<file path="src/rtl/ssp_defs.vh">
// Constants for one synchronous serial port channel.
// Assumes a single system clock; included by the channel module.
// Notes on behaviour
// - Completed word moves to receive holding, sets full.
// - Receive-full request when full and enabled.
// - DMA read of receive holding clears full.
// - Receive holding resets to zero.
// - Transmit shifts MSB first on bit clock rise.
// - Eight-bit mode sends only low byte.
// - Sync or word end loads shifter, sets empty.
// - Start while still empty flags underrun, error request.
// - Write while not empty silently replaces pending word.
// - Transmit-empty request when empty and enabled.
// - DMA write clears empty; only hardware sets it.
// - Control is 16 bits, resets zero, high bits zero.
// - Bit 6 picks external or internal transmit sync.
// - Bit 5 needs sync every word or first only.
// - Bit 4 picks eight or sixteen bit words.
// - Bits 3 and 2 enable transmit-empty and receive-full requests.
// - Transmit disabled releases transmit pins.
// - Receive disabled ignores receive pins.
// - Receive samples MSB first on bit clock fall.
// - Word completing while full sets overrun, overwrites.
// - Flags clear by reading one, writing zero.
// - Clearing receive enable clears full.
`ifndef SSP_DEFS_VH
`define SSP_DEFS_VH
`define SSP_OFF_RXDATA 4'h0
`define SSP_OFF_TXDATA 4'h2
`define SSP_OFF_CTRL 4'h4
`define SSP_OFF_FLAGS 4'h6
`define SSP_CTRL_RESET 16'h0000
`define SSP_FLAGS_RESET 4'h2
`define SSP_DATA_RESET 16'h0000
`define SSP_CTRL_MASK 16'h007F
`define SSP_B_RX_EN 0
`define SSP_B_TX_EN 1
`define SSP_B_RX_IE 2
`define SSP_B_TX_IE 3
`define SSP_B_WLEN 4
`define SSP_B_SE 5
`define SSP_B_TM 6
`define SSP_F_RXFULL 0
`define SSP_F_TXEMPTY 1
`define SSP_F_RXOVR 2
`define SSP_F_TXUND 3
`define SSP_BITS_8 5'h08
`define SSP_BITS_16 5'h10
`endif

</file>
<file path="src/rtl/ssp_channel.v">
// One channel of a full-duplex synchronous serial port.
// Assumes pin clocks are much slower than clk and that the register
// port and DMA strobes are synchronous to clk.
`timescale 1ns/10ps
`default_nettype none
`include "ssp_defs.vh"
module ssp_channel
(
  input wire clk,
  input wire rst,
  input wire [3:0] reg_addr,
  input wire reg_wr,
  input wire reg_rd,
  input wire [15:0] reg_wdata,
  output reg [15:0] reg_rdata_q,
  input wire dma_rd,
  input wire dma_wr,
  input wire rx_serial_in,
  input wire rx_bit_clock,
  input wire rx_frame_sync,
  input wire tx_bit_clock,
  output reg tx_serial_out_q,
  output wire tx_serial_out_oe,
  input wire tx_frame_sync_in,
  output reg tx_frame_sync_out_q,
  output wire tx_frame_sync_oe,
  output wire rx_full_irq,
  output wire tx_empty_irq,
  output wire rx_overrun_irq,
  output wire tx_underrun_irq
);

  reg [15:0] ctrl_q;
  reg [15:0] rx_hold_q;
  reg [15:0] tx_hold_q;
  reg [15:0] rx_shift_q;
  reg [15:0] tx_shift_q;
  reg [3:0] flags_q;
  reg [3:0] armed_q;
  reg [4:0] rx_cnt_q;
  reg [4:0] tx_cnt_q;
  reg rx_run_q;
  reg tx_run_q;
  reg [2:0] rxc_s;
  reg [2:0] txc_s;
  reg [1:0] rxd_s;
  reg [1:0] rxf_s;
  reg [1:0] txf_s;
  reg [15:0] reg_rdata_d;

  wire rx_en = ctrl_q[`SSP_B_RX_EN];
  wire tx_en = ctrl_q[`SSP_B_TX_EN];
  wire every_word = ctrl_q[`SSP_B_SE];
  wire internal_sync = ctrl_q[`SSP_B_TM];
  wire [4:0] word_bits = ctrl_q[`SSP_B_WLEN] ? `SSP_BITS_16 : `SSP_BITS_8;

  // Edge finders on the synchronised pin clocks.
  function edge_rise;
    input [2:0] taps;
    begin
      edge_rise = taps[1] & ~taps[2];
    end
  endfunction

  function edge_fall;
    input [2:0] taps;
    begin
      edge_fall = taps[2] & ~taps[1];
    end
  endfunction

  // Register select shared by every strobe decode.
  function addr_is;
    input [3:0] addr;
    input [3:0] offset;
    begin
      addr_is = addr == offset;
    end
  endfunction

  // Edges are found on the second and third stages only.
  wire rx_fall = edge_fall(rxc_s) & rx_en;
  wire tx_rise = edge_rise(txc_s) & tx_en;

  wire wr_hit_tx = reg_wr & addr_is(reg_addr, `SSP_OFF_TXDATA);
  wire wr_hit_ctrl = reg_wr & addr_is(reg_addr, `SSP_OFF_CTRL);
  wire wr_hit_flags = reg_wr & addr_is(reg_addr, `SSP_OFF_FLAGS);
  wire rd_hit_flags = reg_rd & addr_is(reg_addr, `SSP_OFF_FLAGS);

  // Receive word boundary and start decisions.
  wire rx_last = rx_cnt_q == word_bits - 5'h01;
  wire rx_start = ~rx_run_q & rxf_s[1];
  wire rx_take = rx_fall & (rx_run_q | rx_start);
  wire rx_done = rx_take & (rx_start ? (word_bits == 5'h01) : rx_last);
  wire [15:0] rx_word = {rx_shift_q[14:0], rxd_s[1]};
  // Short words would carry stale bits above the byte, so they are cleared.
  wire [15:0] rx_fit = ctrl_q[`SSP_B_WLEN] ? rx_word :
                       {8'h00, rx_word[7:0]};

  // Transmit start: external sync level, internal sync, or chained word.
  wire tx_last = tx_run_q & (tx_cnt_q == word_bits - 5'h01);
  wire tx_chain = tx_last & ~every_word;
  wire tx_ext_go = ~internal_sync & txf_s[1];
  wire tx_int_go = internal_sync & ~flags_q[`SSP_F_TXEMPTY];
  wire tx_idle_ok = ~tx_run_q | tx_last;
  wire tx_start = tx_rise & (tx_chain | (tx_idle_ok & (tx_ext_go | tx_int_go)));
  // Short words are left-aligned so the MSB path is shared.
  wire [15:0] tx_load = ctrl_q[`SSP_B_WLEN] ? tx_hold_q :
                        {tx_hold_q[7:0], 8'h00};

  // Clear on software write of zero only after the bit was read as one.
  function clr_ok;
    input [3:0] armed;
    input [3:0] wdat;
    input integer idx;
    begin
      clr_ok = armed[idx] & ~wdat[idx];
    end
  endfunction

  wire sw_clr_full = wr_hit_flags & clr_ok(armed_q, reg_wdata[3:0],
                     `SSP_F_RXFULL);
  wire sw_clr_empty = wr_hit_flags & clr_ok(armed_q, reg_wdata[3:0],
                      `SSP_F_TXEMPTY);
  wire sw_clr_ovr = wr_hit_flags & clr_ok(armed_q, reg_wdata[3:0],
                    `SSP_F_RXOVR);
  wire sw_clr_und = wr_hit_flags & clr_ok(armed_q, reg_wdata[3:0],
                    `SSP_F_TXUND);

  always @(posedge clk or posedge rst)
  begin
    if (rst)
    begin
      rxc_s <= 3'h0;
      txc_s <= 3'h0;
      rxd_s <= 2'h0;
      rxf_s <= 2'h0;
      txf_s <= 2'h0;
    end
    else
    begin
      rxc_s <= {rxc_s[1:0], rx_bit_clock};
      txc_s <= {txc_s[1:0], tx_bit_clock};
      rxd_s <= {rxd_s[0], rx_serial_in};
      rxf_s <= {rxf_s[0], rx_frame_sync};
      txf_s <= {txf_s[0], tx_frame_sync_in};
    end
  end

  // Read data for the next cycle; a DMA read wins over the CPU.
  always @*
  begin
    reg_rdata_d = reg_rdata_q;
    if (dma_rd)
      reg_rdata_d = rx_hold_q;
    else if (reg_rd)
    begin
      case (reg_addr)
        `SSP_OFF_RXDATA: reg_rdata_d = rx_hold_q;
        `SSP_OFF_TXDATA: reg_rdata_d = tx_hold_q;
        `SSP_OFF_CTRL: reg_rdata_d = ctrl_q;
        `SSP_OFF_FLAGS: reg_rdata_d = {12'h000, flags_q};
        default: reg_rdata_d = 16'h0000;
      endcase
    end
  end

  // Register file.
  always @(posedge clk or posedge rst)
  begin
    if (rst)
    begin
      ctrl_q <= `SSP_CTRL_RESET;
      tx_hold_q <= `SSP_DATA_RESET;
      rx_hold_q <= `SSP_DATA_RESET;
      reg_rdata_q <= `SSP_DATA_RESET;
    end
    else
    begin
      if (wr_hit_ctrl)
        ctrl_q <= reg_wdata & `SSP_CTRL_MASK;
      // A write while a word is pending overwrites it without error.
      if (wr_hit_tx | dma_wr)
        tx_hold_q <= reg_wdata;
      if (rx_done)
        rx_hold_q <= rx_fit;
      reg_rdata_q <= reg_rdata_d;
    end
  end

  // Status flags; a flag read arms the clear of the bits read as one.
  always @(posedge clk or posedge rst)
  begin
    if (rst)
    begin
      flags_q <= `SSP_FLAGS_RESET;
      armed_q <= 4'h0;
    end
    else
    begin
      if (rd_hit_flags)
        armed_q <= flags_q;
      else if (wr_hit_flags)
        armed_q <= 4'h0;
      // Set has priority over every clear below.
      if (rx_done)
        flags_q[`SSP_F_RXFULL] <= 1'b1;
      else if (dma_rd | sw_clr_full | ~rx_en)
        flags_q[`SSP_F_RXFULL] <= 1'b0;
      if (rx_done & flags_q[`SSP_F_RXFULL])
        flags_q[`SSP_F_RXOVR] <= 1'b1;
      else if (sw_clr_ovr)
        flags_q[`SSP_F_RXOVR] <= 1'b0;
      if (tx_start | ~tx_en)
        flags_q[`SSP_F_TXEMPTY] <= 1'b1;
      else if (dma_wr | sw_clr_empty)
        flags_q[`SSP_F_TXEMPTY] <= 1'b0;
      if (tx_start & flags_q[`SSP_F_TXEMPTY])
        flags_q[`SSP_F_TXUND] <= 1'b1;
      else if (sw_clr_und)
        flags_q[`SSP_F_TXUND] <= 1'b0;
    end
  end

  // Receive shifter.
  always @(posedge clk or posedge rst)
  begin
    if (rst)
    begin
      rx_shift_q <= 16'h0000;
      rx_cnt_q <= 5'h00;
      rx_run_q <= 1'b0;
    end
    else if (~rx_en)
    begin
      rx_cnt_q <= 5'h00;
      rx_run_q <= 1'b0;
    end
    else if (rx_take)
    begin
      rx_shift_q <= rx_word;
      if (rx_done)
      begin
        rx_cnt_q <= 5'h00;
        rx_run_q <= ~every_word;
      end
      else
      begin
        rx_cnt_q <= rx_start ? 5'h01 : rx_cnt_q + 5'h01;
        rx_run_q <= 1'b1;
      end
    end
  end

  // Transmit shifter; the output bit changes only on a bit clock rise.
  always @(posedge clk or posedge rst)
  begin
    if (rst)
    begin
      tx_shift_q <= 16'h0000;
      tx_cnt_q <= 5'h00;
      tx_run_q <= 1'b0;
      tx_serial_out_q <= 1'b0;
      tx_frame_sync_out_q <= 1'b0;
    end
    else if (~tx_en)
    begin
      tx_cnt_q <= 5'h00;
      tx_run_q <= 1'b0;
      tx_frame_sync_out_q <= 1'b0;
    end
    else if (tx_rise)
    begin
      if (tx_start)
      begin
        tx_shift_q <= {tx_load[14:0], 1'b0};
        tx_serial_out_q <= tx_load[15];
        tx_cnt_q <= 5'h00;
        tx_run_q <= 1'b1;
        tx_frame_sync_out_q <= internal_sync & ~tx_chain;
      end
      else if (tx_last)
      begin
        tx_run_q <= 1'b0;
        tx_frame_sync_out_q <= 1'b0;
      end
      else if (tx_run_q)
      begin
        tx_shift_q <= {tx_shift_q[14:0], 1'b0};
        tx_serial_out_q <= tx_shift_q[15];
        tx_cnt_q <= tx_cnt_q + 5'h01;
        tx_frame_sync_out_q <= 1'b0;
      end
    end
  end

  assign tx_serial_out_oe = tx_en;
  assign tx_frame_sync_oe = tx_en & internal_sync;
  assign rx_full_irq = ctrl_q[`SSP_B_RX_IE] & flags_q[`SSP_F_RXFULL];
  assign tx_empty_irq = ctrl_q[`SSP_B_TX_IE] &
                        flags_q[`SSP_F_TXEMPTY];
  assign rx_overrun_irq = flags_q[`SSP_F_RXOVR];
  assign tx_underrun_irq = flags_q[`SSP_F_TXUND];

endmodule
`default_nettype wire

</file>
<file path="config.mk">
export PLATFORM = sky130hd
export DESIGN_NAME = ssp_channel
export DESIGN_NICKNAME = d
export VERILOG_FILES = /design/src/rtl/ssp_channel.v
export VERILOG_INCLUDE_DIRS = /design/src /design/src/rtl
export SDC_FILE = /design/constraint.sdc
export NUM_CORES = 1
export LEC_CHECK = 0
export BUFFER_PORTS_ARGS = -buffer_cell sky130_fd_sc_hd__buf_2
export CORE_ASPECT_RATIO = 0.8
export CORE_UTILIZATION = 35
export DETAILED_ROUTE_END_ITERATION = 10
export SYNTH_ARGS = -nofsm -noshare
export SYNTH_HDL_FRONTEND = slang
export SYNTH_SLANG_ARGS = --single-unit
</file>
<file path="constraint.sdc">
create_clock -name clk -period 5.6 [get_ports clk]
set_clock_uncertainty 0.2 [all_clocks]
set_input_delay 1.12 -clock clk [delete_from_list [all_inputs] [get_ports clk]]
set_output_delay 1.12 -clock clk [all_outputs]
set_load 0.005 [all_outputs]
</file>
-- After elaboration in Yosys (flattened, before gate mapping)
Index checks and enable logic that the tools add are counted.
- bits in registers: 120
- input port bits: 31
- output and inout port bits: 24
- word-level logic and storage cells: 149
- $add $sub $neg: 3
- eq/ne operators: 13
- multiplexer cells: 44
- bitwise operators: 54
- reductions and logical operators: 13
- operator list (operator ; number):
    two-way mux 16 bit ; 7
    case mux 16 bit (4 select lines) ; 1
    two-way mux 5 bit ; 10
    bitwise AND 1 bit ; 31
    two-way mux 1 bit ; 24
    NOT 1 bit ; 14
    nonzero test 2 bit ; 7
    adder 5 x 1 -> 5 bit, second input constant ; 2
    equality test 5 bit ; 2
    bitwise OR 1 bit ; 9
    equality test 4 x 3 -> 1 bit, second input constant ; 2
    two-way mux 4 bit ; 2
    inequality test 2 x 1 -> 1 bit, second input constant ; 3
    inequality test 3 x 1 -> 1 bit, second input constant ; 2
    AND reduction 2 bit ; 3
    equality test 5 x 1 -> 1 bit, second input constant ; 1
    subtractor 5 x 1 -> 5 bit, second input constant ; 1
    equality test 4 x 2 -> 1 bit, second input constant ; 1
    logical NOT 4 bit ; 1
    inequality test 4 x 1 -> 1 bit, second input constant ; 1
    AND reduction 4 bit ; 1
    inequality test 3 x 2 -> 1 bit, second input constant ; 1
    AND reduction 3 bit ; 1

-- Logic depth before layout (Yosys ltp)
- depth after elaboration: 11
- mapped depth: 6
- depth with buffers taken out: 5

-- Least setup slack after synthesis
Ideal clock, no wire load.
- kind: in2reg
- start point: input reg_addr[2]
- end point: register tx_hold_q[0]
- library setup time: 0.125 ns
- data arrival time: 2.251 ns
- required time: 5.275 ns
- setup slack: 3.024 ns
- stages on the path: 5
- buffers on the path: 2
- cells stage by stage: buf_2 > nor2b_2 > a31oi_2 > buf_4 > mux2_2
- word-level cells in the longest chain between the ends: 3
- RTL lines (item ; RTL line ; source):
    from (decl) ; ssp_channel.v:11 ; input wire [3:0] reg_addr,
    equality test 4 x 2 -> 1 bit ; ssp_channel.v:77 ; addr_is = addr == offset;
    bitwise AND 1 bit ; ssp_channel.v:85 ; wire wr_hit_tx = reg_wr & addr_is(reg_addr, `SSP_OFF_TXDATA);
    bitwise OR 1 bit ; ssp_channel.v:183 ; if (wr_hit_tx | dma_wr)
    to (signal assigned) ; ssp_channel.v:174 ; tx_hold_q <= `SSP_DATA_RESET;
    to (signal assigned) ; ssp_channel.v:184 ; tx_hold_q <= reg_wdata;
    to (decl) ; ssp_channel.v:35 ; reg [15:0] tx_hold_q;
No other way between the ends.
A chain may end at the register's enable or synchronous reset.

-- Final worst setup path
- start point: register ctrl_q[1]
- end point: output tx_frame_sync_oe
- word-level cells in the longest chain between the ends: 1
- RTL lines (item ; RTL line ; source):
    from (decl) ; ssp_channel.v:33 ; reg [15:0] ctrl_q;
    from (signal assigned) ; ssp_channel.v:173 ; ctrl_q <= `SSP_CTRL_RESET;
    from (signal assigned) ; ssp_channel.v:181 ; ctrl_q <= reg_wdata & `SSP_CTRL_MASK;
    bitwise AND 1 bit ; ssp_channel.v:298 ; assign tx_frame_sync_oe = tx_en & internal_sync;
    to (decl) ; ssp_channel.v:26 ; output wire tx_frame_sync_oe,
No other way between the ends.

==> flow_metrics.tcl <==
set metrics [dict create \
    status "finished clean" \
    stdcell_count 731 \
    start_util_pct 35.8 \
    vias 4124 \
    finalCritPeriodShare_pct 48.8 \
    mostFrequentLayoutCells "dfrtp_1 (118), nand2_1 (79), buf_2 (54)" \
    setup-violations-final 0 \
    overflow 0 \
    final_nets 562 \
    rsz0062_at_grt "no" \
    synth_area_per_cell_sq_um 11.1 \
    cp_data_required_time_ns 4.28 \
    ir_drop_uv 181 \
    grt_start_max_net_pins 82 \
    dpl.hpwl_microns 9530 \
    grt_pass1_vias 3974 \
    cts.sinks 119 \
    syn_area_sq_um 5370 \
    wirelength_microns 13600 \
    root_buffer "clkbuf_16" \
    clock_latency_ns 0.41 \
    synthesis.instances 483 \
    synth_top_area_share_pct 55.0 \
    synth_area_leaders "dfrtp_1 (55%), mux2_2 (7.3%), nand2_1 (5.5%)" \
    drive_gt1_share_pct 25.6 \
    gp_congestion 0.872 \
    synth_edf_count 0 \
    dieArea_sq_um 15800 \
    postCtsSetupRepairBufs 0 \
    crit_type "register to output pin" \
    synthToLayoutAreaGrowth_pct 19.8 \
    powerDensity_nw_per_um2 407 \
    fp.dieW_microns 141 \
    drv_slew 0 \
    final_common_cell "dfrtp_1" \
    yosysUniqueCellTypes 60 \
    regToRegStartpoint "ctrl_q[6]" \
    path_max_fanout 13 \
    dpl.cell_count 699 \
    critical_path.max_stage_delay_ns 0.67 \
    hold_depth 0 \
    fp.dieH_microns 113 \
    rows 40 \
    ys_seq_area_share_pct 55.5 \
    yosys_warnings 0 \
    slew_headroom_pct 23.4 \
    cp-startpoint "ctrl_q[1]" \
    io_pins 55 \
    syn_nets 516 \
    viasPerCell 5.64 \
    min_period_ns 2.73 \
    r2r_slack_ns 3.03 \
    hp-class "register to register" \
    wire_per_inst_microns 18.6 \
    leakagePower_nw 3.02 \
    endpoint_kind "output pin" \
    antenna_left 0 \
    ys_seq_elements 119 \
    grt_pass1_wl_microns 21900 \
    cp_cell_sequence "and2_1 > buf_2" \
    cts_tree "done" \
    async_flop_share_pct 100 \
    hold_viol 0 \
    htree_levels 4 \
    clk_path_buf_depth 2 \
    critPathArrivalTime_ns 1.41 \
    antenna_cells 0 \
    port_buffers 54 \
    drc 0 \
    ctsHoldBuffers 0 \
    cts_buffers 17 \
    fmax_mhz 366 \
    worst_pin_slew_ns 1.15 \
    setup-tns-final_ns 0 \
    core_area_sq_um 15000 \
    critPathLaunchType "register" \
    track_usage_pct 18.2 \
    r2r_cells 4 \
    antenna_found_initial 0 \
    clk_pin_slew_worst_paths_ns 0.06 \
    synthFlopType "dfrtp_1" \
    drtIter0Drc 388 \
    holdCritStartpoint "rxf_s[0]" \
    synth_top_area_cell "dfrtp_1" \
    slowest_stage "dfrtp_1" \
    drt_pass1_iterations 5 \
    cts_resized 0 \
    drv_cap 0 \
]
[kinds of logic after synthesis]
group	synth area share (%)
adders and majority gates	0.466
AOI/OAI and AO/OA	16.7
DFF	55.5
xor gates and xnor gates	0.629
muxes	7.71
buffers and inverters	3.87
and+or+nand+nor	15.1
[power by group]
part           switching, W  leakage [nW]  internal, W
Clock              0.000395         0.332     0.000887
Sequential        0.0000856          1.55     0.000954
Combinational      0.000167          1.13     0.000131
[critical path, delay by kind of cell (launching register included)]
kind          cells  cell delay [ns]
flops             1             0.67
buf+inv           1             0.11
simple gates      1             0.22
[stage by stage]
stage | worst slack (ns) | hold WS (ns) | cell area (sq um) | util, % | power, W
final | 2.87 | 0.145 | 6430 | 42.8 | 0.00262
after detailed placement | 2.61 | 0.136 | 5740 | 38.2 | 0.00135
after global placement | 2.65 | 0.132 | 5740 | 38.2 | 0.00133
after global routing | 2.81 | 0.154 | 6430 | 42.8 | 0.00272
after floorplan | 1.12 | 0.131 | 5370 | - | 0.00125
after CTS | 2.84 | 0.148 | 6430 | 42.8 | 0.00263
[path summary, 6_finish.rpt]
| check | to |
|---|---|
| max in group asynchronous | ctrl_q[4] |
| worst max-delay path | tx_frame_sync_oe |
| min in group asynchronous | rx_cnt_q[1] |
| worst max register to register | tx_shift_q[13] |
| worst min-delay path | rxf_s[1] |
| worst min register to register | rxf_s[1] |
[cells in the mapped netlist (4+ instances only)]
cell type  count
o31ai_1       10
a222oi_1       9
and3b_1        4
nor3_1        17
clkbuf_1      11
o211ai_1       4
nor2b_1        7
a21oi_1       14
and2_1         5
nand4_1        7
dfrtp_1      118
nand4b_1       5
a22oi_1       13
a22o_1        15
mux2_2        35
a31oi_1        7
nand3_1       15
nand2_1       79
o21ai_0       14
inv_1         14
buf_2          8
nor2_1        10
[flip-flops by register name, summed over array words and instances (netlist names), 3 cells and up]
name         flops
armed_q          4
ctrl_q           7
flags_q          4
reg_rdata_q     16
rx_cnt_q         5
rx_hold_q       16
rx_shift_q      15
rxc_s            3
tx_cnt_q         5
tx_hold_q       16
tx_shift_q      15
txc_s            3
[final cells by class]
type                    count  area, sq um
fillers                  1398         8580
clock buffers              18          439
repair buffers             56          285
clock inverters            14          253
flip-flops and latches    119         2980
well taps                 189          236
inverters                  14         55.1
multi-input cells         321         2180
[per-layer routing]
| metal | GRT usage [%] | wire (microns) | vias to the layer above | share of wire, % |
|---|---|---|---|---|
| met5 | 0 | 0 | - | 0 |
| met4 | 7.46 | 293 | 0 | 2.2 |
| met3 | 4.44 | 806 | 22 | 5.9 |
| met2 | 24.9 | 5720 | 156 | 42 |
| met1 | 27.2 | 6790 | 2077 | 50 |
| li1 | - | - | 1869 | - |
(Power assumes the default switching activity.)
